**src/pesd_pkg.sv**
```systemverilog
// Constants and carrier types for the event-select decoder
package pesd_pkg;
    localparam int unsigned CNT_W   = 40;
    localparam int unsigned NUM_CNT = 2;
    localparam int unsigned SEL_W   = 16;
    localparam int unsigned CODE_LSB = 0;
    localparam int unsigned MASK_LSB = 8;

    localparam logic [7:0] EVT_INST_RET    = 8'hC0;
    localparam logic [7:0] EVT_UOPS_RET    = 8'hC2;
    localparam logic [7:0] EVT_INST_DEC    = 8'hD0;
    localparam logic [7:0] EVT_SIMD_RET    = 8'hD8;
    localparam logic [7:0] EVT_SIMD_COMP   = 8'hD9;
    localparam logic [7:0] EVT_HW_INT      = 8'hC8;
    localparam logic [7:0] EVT_IRQ_OFF     = 8'hC6;
    localparam logic [7:0] EVT_IRQ_OFF_PND = 8'hC7;
    localparam logic [7:0] EVT_BR_RET      = 8'hC4;
    localparam logic [7:0] EVT_BR_MISP     = 8'hC5;
    localparam logic [7:0] EVT_BR_TAKEN    = 8'hC9;
    localparam logic [7:0] EVT_BR_TK_MISP  = 8'hCA;
    localparam logic [7:0] EVT_BR_DEC      = 8'hE0;
    localparam logic [7:0] EVT_TGT_MISS    = 8'hE2;
    localparam logic [7:0] EVT_BOGUS       = 8'hE4;
    localparam logic [7:0] EVT_ADDR_CLR    = 8'hE6;
    localparam logic [7:0] EVT_RES_STALL   = 8'hA2;
    localparam logic [7:0] EVT_PART_STALL  = 8'hD2;
    localparam logic [7:0] EVT_SEG_LOAD    = 8'h06;
    localparam logic [7:0] EVT_UNHALTED    = 8'h79;

    localparam logic [7:0] MASK_ALL    = 8'h00;
    localparam logic [7:0] MASK_SCALAR = 8'h01;

    localparam logic [0:0] ADDR_SEL_A = 1'h0;
    localparam logic [0:0] ADDR_SEL_B = 1'h1;
    localparam logic [1:0] ADDR_CNT_A = 2'h0;
    localparam logic [1:0] ADDR_CNT_B = 2'h1;
    localparam logic [1:0] ADDR_SL_A  = 2'h2;
    localparam logic [1:0] ADDR_SL_B  = 2'h3;

    localparam logic [CNT_W-1:0] CNT_RST = 40'h00_0000_0000;
    localparam logic [SEL_W-1:0] SEL_RST = 16'h0000;
    localparam logic [3:0]       ONE4    = 4'h1;

    // Per-cycle activity from the core pipeline
    typedef struct packed {
        logic [2:0] instructions_retired_evt;
        logic [2:0] microops_retired_evt;
        logic [2:0] instructions_decoded_evt;
        logic [2:0] simd_retired;
        logic [2:0] simd_scalar_retired;
        logic [2:0] simd_comp_retired;
        logic [2:0] simd_comp_scalar_retired;
        logic       rep_store_irq;
        logic       halt_smi_resume;
        logic       hw_irq;
        logic       irq_disabled;
        logic       irq_pending;
        logic [1:0] br_retired;
        logic [1:0] br_misp_retired;
        logic [1:0] taken_retired_evt;
        logic [1:0] br_taken_misp_retired;
        logic [1:0] br_decoded;
        logic       tgt_miss;
        logic       bogus_branch;
        logic       branch_addr_clear;
        logic       resource_stall;
        logic       misp_recovery_stall;
        logic       sb_drain_stall;
        logic       partial_alias_stall;
        logic       seg_load;
        logic       halted;
    } pesd_core_evt_t;

    typedef struct packed {
        logic [3:0]       addr;
        logic [CNT_W-1:0] wdata;
        logic             wr;
        logic             rd;
    } pesd_bus_req_t;

    typedef struct packed {
        logic [NUM_CNT-1:0][SEL_W-1:0] sel;
        logic [NUM_CNT-1:0][CNT_W-1:0] cnt;
        logic [CNT_W-1:0]              rdata;
    } pesd_state_t;
endpackage

```
**src/pesd_event_counter.sv**
```systemverilog
// Event-select decode and two performance counters
//
// Added by the designer: the register offsets and the plain strobed port.
`timescale 1ns/10ps
//
// Functional notes
// (RULE_01) Code C0, mask 00: add instructions retired per cycle.
// (RULE_02) Interrupt at last repeated string store iteration undercounts by one.
// (RULE_03) Sys-mgmt interrupt during halt leaves the resume uncounted.
// (RULE_04) Code D0, mask 00: add instructions decoded.
// (RULE_05) D8/D9 SIMD retired; mask 00 packed+scalar, 01 scalar; counters 0,1.
// (RULE_06) Code C8, mask 00: one per hardware interrupt received.
// (RULE_07) Code C6: one per cycle with interrupts disabled.
// (RULE_08) Code C7: one per cycle disabled and pending.
// (RULE_09) Code C4: add branches retired.
// (RULE_10) Code C5: add mispredicted branches retired.
// (RULE_11) Code C9: add taken branches retired.
// (RULE_12) Code CA: add taken and mispredicted branches retired.
// (RULE_13) Code E0: add branches decoded.
// (RULE_14) Code E2: one per branch with no target-buffer prediction.
// (RULE_15) Code E4: one per bogus branch.
// (RULE_16) Code E6: one per branch address clear assertion.
// (RULE_17) Code A2: one per resource-stall cycle.
// (RULE_18) Stall count includes mispredict recovery and store-buffer drain.
// (RULE_19) Code D2: one per partial alias stall.
// (RULE_20) Code 06, mask 00: one per segment register load.
// (RULE_21) Code 79: one per unhalted cycle.
// (RULE_22) Code and mask come from each counter's select register.
// (RULE_23) Unknown code adds nothing; counter holds when idle.
module pesd_event_counter
    import pesd_pkg::*;
(
    input  wire logic                  sys_clk_in,
    input  wire logic                  reset_in,
    input  wire logic                  clk_en_in,
    input  wire pesd_bus_req_t         bus_in,
    input  wire pesd_core_evt_t        evt_in,
    output logic [CNT_W-1:0]           rdata_out,
    output logic [NUM_CNT-1:0][CNT_W-1:0] count_out
);

    pesd_state_t state_r;
    pesd_state_t state_nxt;
    // Unpacked so each decode process owns its own entry
    logic [3:0]  inc [NUM_CNT];

    // ----------------------------------------------------------------
    // Event decode, one per counter
    // ----------------------------------------------------------------
    generate
        for (genvar g = 0; g < NUM_CNT; g++)
        begin : g_dec
            logic [7:0] code;
            logic [7:0] mask;
            logic [3:0] adj;
            assign code = state_r.sel[g][CODE_LSB +: 8];  // RULE_22
            assign mask = state_r.sel[g][MASK_LSB +: 8];

            always_comb
            begin
                adj = 4'h0;
                // Core flags an instance the pipeline could not retire-count
                adj = {1'b0, evt_in.instructions_retired_evt} - {3'h0, evt_in.rep_store_irq}  // RULE_02
                      - {3'h0, evt_in.halt_smi_resume};                            // RULE_03
                if ({3'h0, evt_in.rep_store_irq} + {3'h0, evt_in.halt_smi_resume}
                    > {1'b0, evt_in.instructions_retired_evt})
                begin
                    adj = 4'h0;
                end
                inc[g] = 4'h0;  // RULE_23
                case (code)
                    EVT_INST_RET:
                        if (mask == MASK_ALL) inc[g] = adj;  // RULE_01
                    EVT_UOPS_RET:
                        if (mask == MASK_ALL) inc[g] = {1'b0, evt_in.microops_retired_evt};
                    EVT_INST_DEC:
                        if (mask == MASK_ALL) inc[g] = {1'b0, evt_in.instructions_decoded_evt};  // RULE_04
                    EVT_SIMD_RET:  // RULE_05
                        if (mask == MASK_ALL) inc[g] = {1'b0, evt_in.simd_retired};
                        else if (mask == MASK_SCALAR)
                            inc[g] = {1'b0, evt_in.simd_scalar_retired};
                    EVT_SIMD_COMP:  // RULE_05
                        if (mask == MASK_ALL) inc[g] = {1'b0, evt_in.simd_comp_retired};
                        else if (mask == MASK_SCALAR)
                            inc[g] = {1'b0, evt_in.simd_comp_scalar_retired};
                    EVT_HW_INT:
                        if (mask == MASK_ALL) inc[g] = {3'h0, evt_in.hw_irq};  // RULE_06
                    EVT_IRQ_OFF:
                        inc[g] = {3'h0, evt_in.irq_disabled};  // RULE_07
                    EVT_IRQ_OFF_PND:
                        inc[g] = {3'h0, evt_in.irq_disabled & evt_in.irq_pending};  // RULE_08
                    EVT_BR_RET:
                        inc[g] = {2'h0, evt_in.br_retired};  // RULE_09
                    EVT_BR_MISP:
                        inc[g] = {2'h0, evt_in.br_misp_retired};  // RULE_10
                    EVT_BR_TAKEN:
                        inc[g] = {2'h0, evt_in.taken_retired_evt};  // RULE_11
                    EVT_BR_TK_MISP:
                        inc[g] = {2'h0, evt_in.br_taken_misp_retired};  // RULE_12
                    EVT_BR_DEC:
                        inc[g] = {2'h0, evt_in.br_decoded};  // RULE_13
                    EVT_TGT_MISS:
                        inc[g] = {3'h0, evt_in.tgt_miss};  // RULE_14
                    EVT_BOGUS:
                        inc[g] = {3'h0, evt_in.bogus_branch};  // RULE_15
                    EVT_ADDR_CLR:
                        inc[g] = {3'h0, evt_in.branch_addr_clear};  // RULE_16
                    EVT_RES_STALL:  // RULE_17
                        inc[g] = {3'h0, evt_in.resource_stall
                                  | evt_in.misp_recovery_stall  // RULE_18
                                  | evt_in.sb_drain_stall};
                    EVT_PART_STALL:
                        inc[g] = {3'h0, evt_in.partial_alias_stall};  // RULE_19
                    EVT_SEG_LOAD:
                        if (mask == MASK_ALL) inc[g] = {3'h0, evt_in.seg_load};  // RULE_20
                    EVT_UNHALTED:
                        inc[g] = {3'h0, ~evt_in.halted};  // RULE_21
                    default:
                        inc[g] = 4'h0;  // RULE_23
                endcase
            end
        end
    endgenerate

    // ----------------------------------------------------------------
    // Next state: register writes win over counting in the same cycle
    // ----------------------------------------------------------------
    always_comb
    begin
        state_nxt = state_r;
        for (int i = 0; i < NUM_CNT; i++)
        begin
            state_nxt.cnt[i] = state_r.cnt[i] + {{(CNT_W-4){1'b0}}, inc[i]};
        end
        if (bus_in.wr)
        begin
            case (bus_in.addr[3:2])
                ADDR_CNT_A: state_nxt.cnt[0] = bus_in.wdata;
                ADDR_CNT_B: state_nxt.cnt[1] = bus_in.wdata;
                default:    state_nxt.sel[bus_in.addr[2]] = bus_in.wdata[SEL_W-1:0];
            endcase
        end
        state_nxt.rdata = CNT_RST;
        if (bus_in.rd)
        begin
            case (bus_in.addr[3:2])
                ADDR_CNT_A: state_nxt.rdata = state_r.cnt[0];
                ADDR_CNT_B: state_nxt.rdata = state_r.cnt[1];
                default:    state_nxt.rdata = {{(CNT_W-SEL_W){1'b0}},
                                               state_r.sel[bus_in.addr[2]]};
            endcase
        end
    end

    always_ff @(posedge sys_clk_in)
    begin
        if (reset_in)
        begin
            state_r <= '{sel: '{SEL_RST, SEL_RST}, cnt: '{CNT_RST, CNT_RST}, rdata: CNT_RST};
        end
        else if (clk_en_in)
        begin
            state_r <= state_nxt;
        end
    end

    assign rdata_out = state_r.rdata;
    assign count_out = state_r.cnt;
endmodule

```
**config.mk**
```make
export PLATFORM = sky130hd
export DESIGN_NAME = pesd_event_counter
export DESIGN_NICKNAME = d
export VERILOG_FILES = /design/src/pesd_pkg.sv /design/src/pesd_event_counter.sv
export SDC_FILE = /design/constraint.sdc
export NUM_CORES = 1
export LEC_CHECK = 0
export BUFFER_PORTS_ARGS = -buffer_cell sky130_fd_sc_hd__buf_4
export CORE_ASPECT_RATIO = 1.25
export CORE_MARGIN = 2
export CORE_UTILIZATION = 26
export DETAILED_ROUTE_END_ITERATION = 7
export SKIP_CTS_REPAIR_TIMING = 1
export SLEW_MARGIN = 20
export SYNTH_ARGS = -nofsm -noshare
export SYNTH_HDL_FRONTEND = slang
export SYNTH_SLANG_ARGS = --single-unit
```
**constraint.sdc**
```tcl
create_clock -name sys_clk_in -period 4.3 [get_ports sys_clk_in]
set_input_delay 0.215 -clock sys_clk_in [delete_from_list [all_inputs] [get_ports sys_clk_in]]
set_output_delay 0.215 -clock sys_clk_in [all_outputs]
set_load 0.05 [all_outputs]
```
# [After elaboration in Yosys (flattened, before gate mapping)]
# Cells that the tools add are included.
[totals] reg_bits=152 wordCells=98 output_inout_bits=120 inputBits=94
[op_classes] muxes=31 order_cmp=3 reduce_logical=6 n_addsub=5 bitwise_logic=5 eq_ne=43
[op_table] op="equality test 8 bit (second input constant)" n=36
[op_table] op="one-hot mux 4 bit (20 select lines)" n=2
[op_table] op="2-to-1 mux 40 bit" n=3
[op_table] op="adder 40 x 4 -> 40 bit" n=2
[op_table] op="2-to-1 mux 80 bit" n=1
[op_table] op="one-hot mux 40 bit (2 select lines)" n=1
[op_table] op="2-to-1 mux 16 bit" n=3
[op_table] op="2-to-1 mux 3 bit" n=12
[op_table] op="bitwise mux 32 bit" n=1
[op_table] op="demux 16 bit (select 1 bit)" n=1
[op_table] op="equality test 8 x 1 -> 1 bit (second input constant)" n=2
[op_table] op="equality test 8 x 3 -> 1 bit (second input constant)" n=2
[op_table] op="equality test 8 x 7 -> 1 bit (second input constant)" n=2
[op_table] op="zero test 8 bit" n=2
[op_table] op="2-to-1 mux 4 bit" n=3
[op_table] op="2-to-1 mux 1 bit" n=4
[op_table] op="subtractor 3 x 1 -> 4 bit" n=1
[op_table] op="subtractor 4 x 1 -> 4 bit" n=1
[op_table] op="greater-than comparator 2 x 3 -> 1 bit" n=1
[op_table] op="AND reduction 3 bit" n=1
[op_table] op="adder 1 x 1 -> 2 bit" n=1
[op_table] op="equality test 2 x 1 -> 1 bit (second input constant)" n=1
[op_table] op="zero test 2 bit" n=1
[op_table] op="less-than comparator 1 x 2 -> 1 bit (second input constant)" n=1
[op_table] op="6 further kinds" n=8

# [Logic depth before layout (Yosys ltp)]
# Gate-level depths: netlist (run 1).
[logic_depth] ltp_word=8 ltp_mapped=17 ltp_nobuf=16

# [Worst setup path before layout (run 1)]
# OpenSTA, ideal clock, no wires.
[synth_path] path_kind="reg-to-reg" startpoint="register state_r (netlist bit g_dec[0].code[7])" endpoint="register state_r (netlist bit count_out[13])" setup_slack_ns=0.653 setup_ns=0.133 n_path_buf=3 t_arrival_ns=3.515 period_less_slack_ns=3.647 t_required_ns=4.167 path_stages_with_launch=14 cell_sequence="dfxtp_1 > clkbuf_1 > nor4bb_1 > and2_1 > a32oi_1 > o311ai_0 > ha_1 > a21oi_1 > o22a_1 > clkbuf_1 > clkbuf_1 > nor2_1 > a311oi_1 > nor4_1"
[synth_between] elab_chain_cells=5 word_cells_on_any_way=24 classes_between="add/sub: 1; eq/ne: 20; mux: 3"
[synth_rtl] item="start: declaration" line="pesd_event_counter.sv:42" source="pesd_state_t state_r;"
[synth_rtl] item="start signal: assignment" line="pesd_event_counter.sv:159" source="state_r <= '{sel: '{SEL_RST, SEL_RST}, cnt: '{CNT_RST, CNT_RST}, rdata: CNT_RST};"
[synth_rtl] item="start signal: assignment" line="pesd_event_counter.sv:163" source="state_r <= state_nxt;"
[synth_rtl] item="equality test 8 x 7 -> 1 bit, or another cell as far along" line="pesd_event_counter.sv:71" source="case (code)"
[synth_rtl] item="one-hot mux 4 bit (20 select lines) *" line="pesd_event_counter.sv:71"
[synth_rtl] item="adder 40 x 4 -> 40 bit *" line="pesd_event_counter.sv:133" source="state_nxt.cnt[i] = state_r.cnt[i] + {{(CNT_W-4){1'b0}}, inc[i]};"
[synth_rtl] item="2-to-1 mux 40 bit" line="pesd_event_counter.sv:137" source="case (bus_in.addr[3:2])"
[synth_rtl] item="2-to-1 mux 80 bit *" line="pesd_event_counter.sv:135" source="if (bus_in.wr)"
# Every way passes the cells marked *; elsewhere a longest branch is shown, timed or not.
# A chain may end at the register's enable or synchronous reset.

# [Worst setup path after layout (run 1)]
[layout_path] startpoint="register state_r (netlist bit g_dec[1].mask[4])" endpoint="register state_r (netlist bit count_out[79])"
[layout_between] elab_chain_cells=7 word_cells_on_any_way=15 classes_between="add/sub: 1; eq/ne: 1; mux: 12; reduce/logical: 1"
[layout_rtl] item="equality test 8 x 1 -> 1 bit" line="pesd_event_counter.sv:80, pesd_event_counter.sv:84"
[layout_rtl] item="2-to-1 mux 3 bit, on equally long branches" line="pesd_event_counter.sv:84, pesd_event_counter.sv:80"
[layout_rtl] item="2-to-1 mux 3 bit, on equally long branches" line="pesd_event_counter.sv:83, pesd_event_counter.sv:79"
[layout_rtl] item="one-hot mux 4 bit (20 select lines) *" line="pesd_event_counter.sv:71"
[layout_rtl] item="adder 40 x 4 -> 40 bit *" line="pesd_event_counter.sv:133"
[layout_rtl] item="2-to-1 mux 40 bit" line="pesd_event_counter.sv:137"
[layout_rtl] item="2-to-1 mux 80 bit *" line="pesd_event_counter.sv:135"
# Marks and branches as above.

==> results of run 1 <==
state kept, by name, indices dropped and copies added (netlist names):
name,count
g_dec.mask,16
count_out,80
g_dec.code,16
rdata_out,40
metrics by stage:
stage	total power (uW)	area, um2	std cells	setup slack [ns]
floorplan	1882	9996	1299	0.6528
global placement	2126	12100	1932	0.2878
detailed placement	2136	12120	1934	0.2292
CTS	3782	12750	1966	0.2105
global route	3878	12750	1966	0.1511
finish	3754	12750	1966	0.3584
cell type report:
| type | instances | area (um2) |
|---|---|---|
| Multi-Input combinational cell | 1003 | 6412 |
| Clock buffer | 18 | 439.2 |
| Inverter | 30 | 112.6 |
| Sequential cell | 152 | 3043 |
| Clock inverter | 14 | 185.2 |
| Fill cell | 4027 | 25290 |
| Timing Repair Buffer | 257 | 1941 |
| Tap cell | 492 | 615.6 |
critical path, cell delays in order (launching register included):
cell and delay [ns]:
dfxtp_1 0.33, or4_1 0.62, or3_1 0.47, a221o_1 0.29
a21oi_1 0.13, a211oi_1 0.09, ha_1 0.40, nand3_1 0.13
o22a_1 0.26, or4_4 0.56, or4_1 0.51, nand3_1 0.09
cells in the mapped netlist (all sizes together) (9+ instances only):
master,number,area share (%)
dfxtp,152,30
nand2,150,5.6
a21oi,126,6.3
nor2,122,4.6
clkbuf,99,3.7
nand3,63,3.2
mux2i,47,4.7
o21ai,43,2.2
nor4,33,2.1
and3,31,1.9
inv,30,1.1
nand4,26,1.7
a211oi,23,1.7
a22oi,23,1.7
or3,21,1.3
o22ai,19,1.2
nor3,18,0.95
mux4,17,3.8
a31oi,16,1.0
or4,16,1.2
buf,15,0.61
mux2,14,1.6
ha,13,1.6
o31ai,10,0.75
a311oi,9,0.79
nand3b,9,0.68
nor4b,9,0.85
logic make-up (layout without fill, tap and decap cells):
kind of cell,count (synthesis),in the layout,share of synthesized area [%]
AO/OA/AOI/OAI,357,357,23.37
XOR/XNOR,5,5,0.4382
adder cells (fa/ha/maj),16,16,2.228
buffers and inverters,144,319,5.470
flip-flops,152,152,30.44
multiplexers,78,78,10.11
AND/OR/NAND/NOR,547,547,27.94
metal layers:
| layer | vias to the layer above | global-route usage, % | part of all wire, % |
|---|---|---|---|
| li1 | 5197 | - | - |
| met1 | 5368 | 23.96 | 40 |
| met2 | 459 | 34.26 | 50 |
| met3 | 70 | 4.789 | 7.7 |
| met4 | 2 | 7.648 | 3.2 |
| met5 | - | 0 | 0.032 |
power groups by stage:
stage,clock network (uW),registers [uW],logic [uW]
2_1_floorplan,0,1620,260
3_3_place_gp,0,1550,580
3_5_place_dp,0,1550,589
4_1_cts,1680,1510,590
5_1_grt,1720,1520,634
6_report,1650,1520,591
how the worst max path moves through the flow:
stage | cells after the start | start | endpoint | slack, ns
after floorplan | 13 | g_dec[0].code[7] | count_out[13] | 0.65
after CTS | 11 | g_dec[0].code[2] | count_out[31] | 0.21
after global routing | 13 | g_dec[1].code[0] | count_out[78] | 0.15
after detailed placement | 15 | evt_in[22] | count_out[31] | 0.23
after global placement | 15 | evt_in[22] | count_out[31] | 0.29
final | 11 | g_dec[1].mask[4] | count_out[79] | 0.36
==> run_results.csv, run 1 <==
group,metric,value,unit
outcome,outcome,"finished, final reports clean",
sta,setup_viol,0,
global_routing,grt_pass1_vias,10520,
route,via_per_inst,5.644,
floorplan,rows,80,
pwr,p_leak,0.004769,uW
cells_and_area,finish.utilization,33.52,%
clocking,clkSinkCount,152,
global_routing,grt-ovfl-total,0,
clocking,cts_root_buffer,"clkbuf_16",
synth,synthCells,1299,
placement,gp_congestion,0.8907,
sta,slew_viol_final,0,
sta,rsz0062_at_grt,"no",
clocking,cts-buffers-inserted,17,
pwr,p_int,2604,uW
sta,worst-slew-pin-transition,1.010,ns
route,drt_iter0_drc,914,
critical_path,r2r_start,"g_dec[1].mask[4]",
global_routing,antenna_found_initial,1,
critical_path,r2r-end,"count_out[79]",
clocking,insertion_delay,0.46,ns
critical_path,critPathKind,"reg -> reg",
route,drtPass1Iterations,5,
hold_path,hp-start,"bus_in[37]",
pwr,clkPwrFrac,43.9,%
sta,skew,0.009583,ns
pwr,swShare,30.63,%
critical_path,worstPathArrival,4.34,ns
sta,period_needed,3.942,ns
cells_and_area,layout-drive-gt1-share,22.80,%
pwr,seqPwrFrac,40.4,%
hold_path,hp-class,"in -> reg",
floorplan,initial_utilization,26.28,%
critical_path,start_kind,"flip-flop",
clocking,htreeDepth,4,
sta,hold_ws,0.009264,ns
cells_and_area,final_common_cell,"buf_4",
synth,ys_ff_latch,152,
sta,relSlewSlack,32.06,%
placement,port_buffers,211,
global_routing,track_usage,20.01,%
pwr,irDropWorstVdd,0.0002543,V
route,post_drt_wl_per_cell,20.68,um
cells_and_area,syn2layout_area_growth,27.54,%
pwr,net-switching-power,1150,uW
cells_and_area,antennaDiodeCount,0,
hold_path,hold_path_end,"count_out[75]",
floorplan,die_h,223.2,um
cells_and_area,fin_nets,1571,
synth,async_reset_ff_share,0,%
floorplan,die_width,179.4,um
synth,ys_seq_area_share,30.44,%
global_routing,grt_start_max_net_pins,79,
sta,final.setup.tns,0,ns
route,route.vias.total,11100,
synth,synth_ff_type,"dfxtp_1",
pwr,p_comb_share,15.8,%
sta,fmax,253.7,MHz
critical_path,worst-r2r-cell-count,11,
floorplan,pin_count,214,
critical_path,worstPathMaxFanout,5,
hold_path,hold_depth,2,
cells_and_area,mostFrequentLayoutCells,"buf_4 (255), dfxtp_1 (152), nand2_1 (150)",
floorplan,core-area,38040,um2
synth,synth_cell_types,74,
route,drc,0,
synth,syn_avg_cell_area,7.695,um2
synth,netlist_area,9996,um2
global_routing,grt_pass1_wl,61.99,mm
flow_run,drv_cap,0,
placement,post-dp-hpwl,30.00,mm
route,drt_wl_total,40.65,mm
sta,finalCritPeriodShare,91.67,%
sta,hold_violations,0,
critical_path,crit_required,4.70,ns
clocking,clkTransAtPathRegs,0.07,ns
clocking,cts_tree,"yes",
clocking,cts_buffer_depth,2,
synth,syn_nets,1409,
synth,synth_edf_count,0,
critical_path,r2r_slack,0.36,ns
pwr,pwr_density_cell,294.4,nW/um2
critical_path,endpoint_kind,"flip-flop",
route,postRouteAntennaNets,0,
floorplan,die_area,40040,um2
synth,ys_warn_count,0,
(Power assumes the default switching activity.)
==> run 2, diff against run 1 <==
--- a/config.mk
+++ b/config.mk
@@ -5,11 +5,13 @@
 export SDC_FILE = /design/constraint.sdc
 export NUM_CORES = 1
 export LEC_CHECK = 0
+export ABC_AREA = 1
 export BUFFER_PORTS_ARGS = -buffer_cell sky130_fd_sc_hd__buf_4
 export CORE_ASPECT_RATIO = 1.25
 export CORE_MARGIN = 2
 export CORE_UTILIZATION = 26
 export DETAILED_ROUTE_END_ITERATION = 7
+export HOLD_SLACK_MARGIN = 0.02
 export SKIP_CTS_REPAIR_TIMING = 1
 export SLEW_MARGIN = 20
 export SYNTH_ARGS = -nofsm -noshare
==> run 2 against run 1 <==
- clock power decreased by 5%
- sequential cell count unchanged
- clock-buffer cell count increased by 2
- synthesized area increased by 9.2%
- combinational power increased by 17%
==> run_results.csv, run 2 <==
group,metric,value,unit
outcome,outcome,"finished, final reports clean",
route,drt_wl_total,50.13,mm
synth,ys_seq_area_share,27.89,%
critical_path,critPathKind,"reg -> reg",
critical_path,cp.depth,21,
clocking,clkTransAtPathRegs,0.07,ns
placement,gp_congestion,0.9440,
cells_and_area,syn2layout_area_growth,24.37,%
sta,worst-slew-pin-transition,1.100,ns
synth,synth_top_family_by_area,"simple AND/OR/NAND/NOR gates",
clocking,cts-buffers-inserted,17,
synth,yosys-top-cells-count,"nand2_1 (533), inv_1 (218), a21oi_1 (201)",
route,drt_iter0_drc,1176,
route,drc,0,
synth,synth_xor_area_share,1.204,%
critical_path,slowest_stage,"dfxtp_1",
critical_path,path_delay_family,"simple AND/OR/NAND/NOR gates",
critical_path,worstPathMaxFanout,9,
synth,async_reset_ff_share,0,%
synth,synthTopCellsByArea,"dfxtp_1 (28%), nand2_1 (18%), a21oi_1 (9.2%), nand3_1 (7.9%), inv_1 (7.5%)",
synth,syn_nets,1966,
cells_and_area,fin_nets,2131,
cells_and_area,finish.utilization,32.91,%
synth,synthMuxAreaShare,0,%
route,via_per_inst,5.075,
critical_path,endpoint_kind,"flip-flop",
route,drtPass1Iterations,5,
sta,slew_viol_final,0,
sta,setup_viol,0,
sta,skew,0.01171,ns
critical_path,cp_common_cell,"nand2_1",
synth,netlist_area,10910,um2
global_routing,antenna_found_initial,1,
critical_path,crit_chain,"nand2_1, inv_1, nand2_1, inv_1, nand3_1, o21ai_0, o21ai_0, nand2_1, nand2_1, nand3_1, ha_1, fa_1, nand3_1, nand3_2, nand2_1, nor3_2, nand2_1, nand2_1, nand3_1, nand2_1, a21oi_1",
synth,synth-simple-area-share,38.28,%
hold_path,hold_depth,3,
floorplan,die_area,43630,um2
flow_run,drv_cap,0,
placement,post-dp-hpwl,39.42,mm
global_routing,grt_start_max_net_pins,105,
synth,syn_avg_cell_area,5.878,um2
critical_path,worst-r2r-cell-count,21,
critical_path,critPathMaxStageDelay,0.38,ns
sta,hold_violations,0,
floorplan,die_h,233.0,um
synth,synth.most_common_cell,"nand2_1",
pwr,irDropWorstVdd,0.0003063,V
critical_path,start_kind,"flip-flop",
clocking,cts_buffer_depth,2,
critical_path,critPathLaunch,"g_dec[1].code[7]",
global_routing,grt-ovfl-total,0,
global_routing,grt_pass1_wl,74.64,mm
pwr,p_leak,0.005524,uW
floorplan,pin_count,214,
synth,synth-compound-area-share,19.59,%
pwr,pwr_density_cell,279.0,nW/um2
global_routing,track_usage,22.52,%
cells_and_area,layout-drive-gt1-share,15.14,%
synth,synth_cell_types,48,
synth,ys_ff_latch,152,
synth,synth_ff_type,"dfxtp_1",
sta,finalCritPeriodShare,84.93,%
route,route.vias.total,13130,
cells_and_area,mostFrequentLayoutCells,"nand2_1 (533), buf_4 (222), inv_1 (217)",
critical_path,crit_required,4.59,ns
cells_and_area,final_common_cell,"nand2_1",
critical_path,worstPathArrival,3.94,ns
global_routing,grt_pass1_vias,12390,
placement,port_buffers,211,
synth,synth_edf_count,0,
critical_path,crit_buf_inv,2,
floorplan,rows,83,
synth,synthCells,1856,
sta,period_needed,3.652,ns
cells_and_area,fin_area,13570,um2
sta,fmax,273.8,MHz
clocking,htreeDepth,4,
synth,synth_fa_ha_area_share,2.041,%
floorplan,die_width,187.2,um
synth,ys_warn_count,0,
route,postRouteAntennaNets,0,
clocking,insertion_delay,0.45,ns
floorplan,initial_utilization,26.46,%
cells_and_area,largest_reg_flops,80,
route,post_drt_wl_per_cell,19.38,um
placement,dpl_cell_area,12940,um2
clocking,clkSinkCount,152,
clocking,cts_tree,"yes",
synth,yosysTopAreaCell,"dfxtp_1",
clocking,cts_root_buffer,"clkbuf_16",
synth,yosys.area.top_type_share,27.89,%
sta,relSlewSlack,26.22,%
hold_path,hp-class,"in -> reg",
sta,rsz0062_at_grt,"no",
sta,final.setup.tns,0,ns
floorplan,core-area,41230,um2
critical_path,r2r_start,"g_dec[1].code[7]",
hold_path,hp-start,"bus_in[11]",
run 2: cell types whose count changed in the layout (fill, tap and decap cells not counted), moves of 23 or more:
cell	before	now
nand2_1	150	533
inv_1	29	217
nand3_1	63	172
a21oi_1	126	201
nor2_1	122	172
mux2i_1	47	0
o21ai_0	43	86
buf_4	255	222
and3_1	31	1
nor4_1	32	4
o21ai_1	0	23
run 2: worst min-delay path, cell delays in order:
cell and delay, ns:
buf_4 0.13, nor2_1 0.05, nor2_1 0.08
run 2: cell families (layout without fill, tap and decap cells):
family / after synthesis / after routing
AO/OA/AOI/OAI: 389 / 389
XOR/XNOR: 15 / 15
adder cells (fa/ha/maj): 16 / 16
buffers and inverters: 309 / 487
flip-flops: 152 / 152
other: 0 / 1
AND/OR/NAND/NOR: 975 / 975
run 2: power breakdown:
group / switching, uW / internal, uW / total [uW]
clock: 678 / 895 / 1570
combinational: 483 / 208 / 690
sequential: 69.8 / 1450 / 1520
total: 1230 / 2560 / 3790
run 2: stage by stage:
stage	cells	power, uW	worst slack (ns)	hold WS [ns]
4_1_cts	2585	3797	0.6760	0.07086
3_3_place_gp	2553	2231	0.6131	0.4579
5_1_grt	2587	3916	0.3762	0.07906
3_5_place_dp	2553	2235	0.5566	0.4584
6_report	2587	3786	0.6482	0.08262
2_1_floorplan	1856	1943	1.401	0.3499
run 2: path summary, 6_finish.rpt:
| check | end | slack [ns] |
|---|---|---|
| setup / recovery | count_out[70] | 0.65 |
| hold / removal | g_dec[0].mask[1] | 0.08 |
| setup reg to reg | count_out[70] | 0.65 |
| hold reg to reg | rdata_out[19] | 0.47 |
run 2: area by class of cell:
class                           count  area, um2
Antenna cell                        1      2.502
Clock buffer                       20      456.7
Clock inverter                     12      141.4
Fill cell                        4694      27660
Inverter                          232      873.3
Multi-Input combinational cell   1395       6668
Sequential cell                   152       3043
Tap cell                          552      690.7
Timing Repair Buffer              223       1694
run 2: layer usage:
| layer | vias to the layer above | GRT usage [%] | part of all wire, % |
|---|---|---|---|
| li1 | 6416 | - | - |
| met1 | 6015 | 27.40 | 41 |
| met2 | 575 | 37.57 | 46 |
| met3 | 123 | 3.062 | 6.3 |
| met4 | 0 | 14.16 | 6.5 |
| met5 | - | 0 | 0 |
==> run 3, diff against run 2 <==
==> constraint.sdc (replaced) <==
create_clock -name sys_clk_in -period 3.8 [get_ports sys_clk_in]
set_input_delay 0.19 -clock sys_clk_in [delete_from_list [all_inputs] [get_ports sys_clk_in]]
set_output_delay 0.19 -clock sys_clk_in [all_outputs]
set_load 0.05 [all_outputs]
==> run 3 against run 2 <==
- cell area grew 0.43%
- critical path type unchanged
- clock-buffer cell count fell by 1
- hold slack improved by 0.015 ns
- setup slack worse by 0.44 ns
==> run_results.csv, run 3 (synthesis gave the netlist of run 2 again) <==
group,metric,value,unit
floorplan,core-area,41230,um2
floorplan,die_width,187.2,um
cells_and_area,layout-drive-gt1-share,15.41,%
route,route.vias.total,13090,
critical_path,worstPathArrival,3.88,ns
critical_path,r2r_start,"g_dec[1].code[7]",
global_routing,grt-ovfl-total,0,
sta,rsz0062_at_grt,"no",
global_routing,grt_pass1_wl,74.18,mm
cells_and_area,final_common_cell,"nand2_1",
cells_and_area,syn2layout_area_growth,24.91,%
cells_and_area,finish.utilization,33.06,%
sta,hold_violations,0,
route,postRouteAntennaNets,0,
sta,final.setup.tns,0,ns
floorplan,die_h,233.0,um
clocking,cts-buffers-inserted,17,
sta,setup_viol,0,
critical_path,critPathKind,"reg -> reg",
cells_and_area,fillers,4696,
pwr,irDropWorstVdd,0.0003318,V
sta,fin_ws,0.2094,ns
sta,hold_ws,0.09773,ns
sta,slew_viol_final,0,
floorplan,pin_count,214,
cells_and_area,largest_reg_flops,80,
critical_path,crit_buf_inv,2,
clocking,htreeDepth,4,
route,drtPass1Iterations,6,
sta,finalCritPeriodShare,94.49,%
global_routing,antenna_found_initial,1,
cells_and_area,mostFrequentLayoutCells,"nand2_1 (532), buf_4 (225), inv_1 (217)",
placement,gp_congestion,0.9096,
sta,relSlewSlack,26.62,%
pwr,pwr_density_cell,317.7,nW/um2
route,post_drt_wl_per_cell,19.19,um
critical_path,cp_common_cell,"nand2_1",
floorplan,rows,83,
critical_path,critPathMaxStageDelay,0.39,ns
sta,period_needed,3.591,ns
placement,dpl_worst_slack,0.1788,ns
sta,skew,0.01187,ns
placement,port_buffers,211,
clocking,cts_root_buffer,"clkbuf_16",
floorplan,die_area,43630,um2
clocking,clkTransAtPathRegs,0.07,ns
critical_path,crit_required,4.09,ns
floorplan,initial_utilization,26.46,%
critical_path,r2r_slack,0.21,ns
critical_path,start_kind,"flip-flop",
global_routing,grt_start_max_net_pins,154,
sta,fmax,278.5,MHz
route,drt_wl_total,49.70,mm
critical_path,worstPathMaxFanout,9,
clocking,insertion_delay,0.45,ns
clocking,clkSinkCount,152,
global_routing,grt_pass1_vias,12320,
critical_path,slowest_stage,"dfxtp_1",
critical_path,endpoint_kind,"flip-flop",
pwr,total_power,4329,uW
pwr,p_leak,0.005554,uW
placement,post-dp-hpwl,38.94,mm
outcome,outcome,"finished, final reports clean",
clocking,cts_tree,"yes",
hold_path,hp-class,"in -> reg",
cells_and_area,fin_nets,2134,
hold_path,hp-start,"bus_in[11]",
clocking,cts_buffer_depth,2,
flow_run,drv_cap,0,
critical_path,path_delay_family,"simple AND/OR/NAND/NOR gates",
route,via_per_inst,5.053,
global_routing,track_usage,22.33,%
critical_path,critPathLaunch,"g_dec[1].code[7]",
route,drt_iter0_drc,1231,
critical_path,crit_chain,"nand2_1, inv_1, nand2_1, inv_1, nand3_1, o21ai_0, o21ai_0, nand2_1, nand2_1, nand3_1, ha_1, fa_1, nand3_1, nand3_2, nand3_1, nor2_1, nand2_1, nand2_1, nand3_1, nand2_1, a21oi_1",
sta,worst-slew-pin-transition,1.094,ns
route,drc,0,
run 3: changes by cell type in the layout (fill, tap and decap cells not counted), sizes merged:
cell | before | now
clkbuf | 20 | 19
clkinvlp | 1 | 2
buf | 223 | 226
bufinv | 2 | 3
clkinv | 7 | 6
run 3: routing by layer:
layer	track usage, %	vias to the layer above	wire [um]
met5	0	-	0
met4	12.08	0	2605
li1	-	6429	-
met2	37.71	519	23330
met1	27.26	6030	20600
met3	3.469	108	3160
run 3: worst paths after layout:
path / endpoint / depth (start not counted)
setup / recovery: count_out[66] / 21
hold / removal: g_dec[0].mask[1] / 3
setup reg to reg: count_out[66] / 21
hold reg to reg: rdata_out[19] / 2
run 3: final cells by class:
| type | count | area [um2] | area share [%] |
|---|---|---|---|
| multi-input combinational | 1395 | 6699 | 49.16 |
| sequential | 152 | 3043 | 22.33 |
| timing repair buffer | 226 | 1709 | 12.54 |
| inverter | 232 | 873.3 | 6.408 |
| tap | 552 | 690.7 | 5.068 |
| clock buffer | 19 | 442.9 | 3.250 |
| clock inverter | 13 | 167.7 | 1.230 |
| antenna | 1 | 2.502 | 0.01836 |
run 3: worst min-delay path, delay by kind of cell:
| family | cells | cell delay (ns) |
|---|---|---|
| and+or+nand+nor | 2 | 0.17 |
| buffers and inverters | 1 | 0.14 |
run 3: stage by stage:
stage	instances	instance area, um2
after CTS	2589	13590
final	2590	13630
after detailed placement	2557	12980
after global placement	2557	12980
after floorplan	1856	10910
after global routing	2590	13630
run 3: power breakdown:
part / internal (uW) / switching (uW)
Sequential: 1640 / 79.4
Combinational: 238 / 541
Clock: 1060 / 769
Total: 2940 / 1390
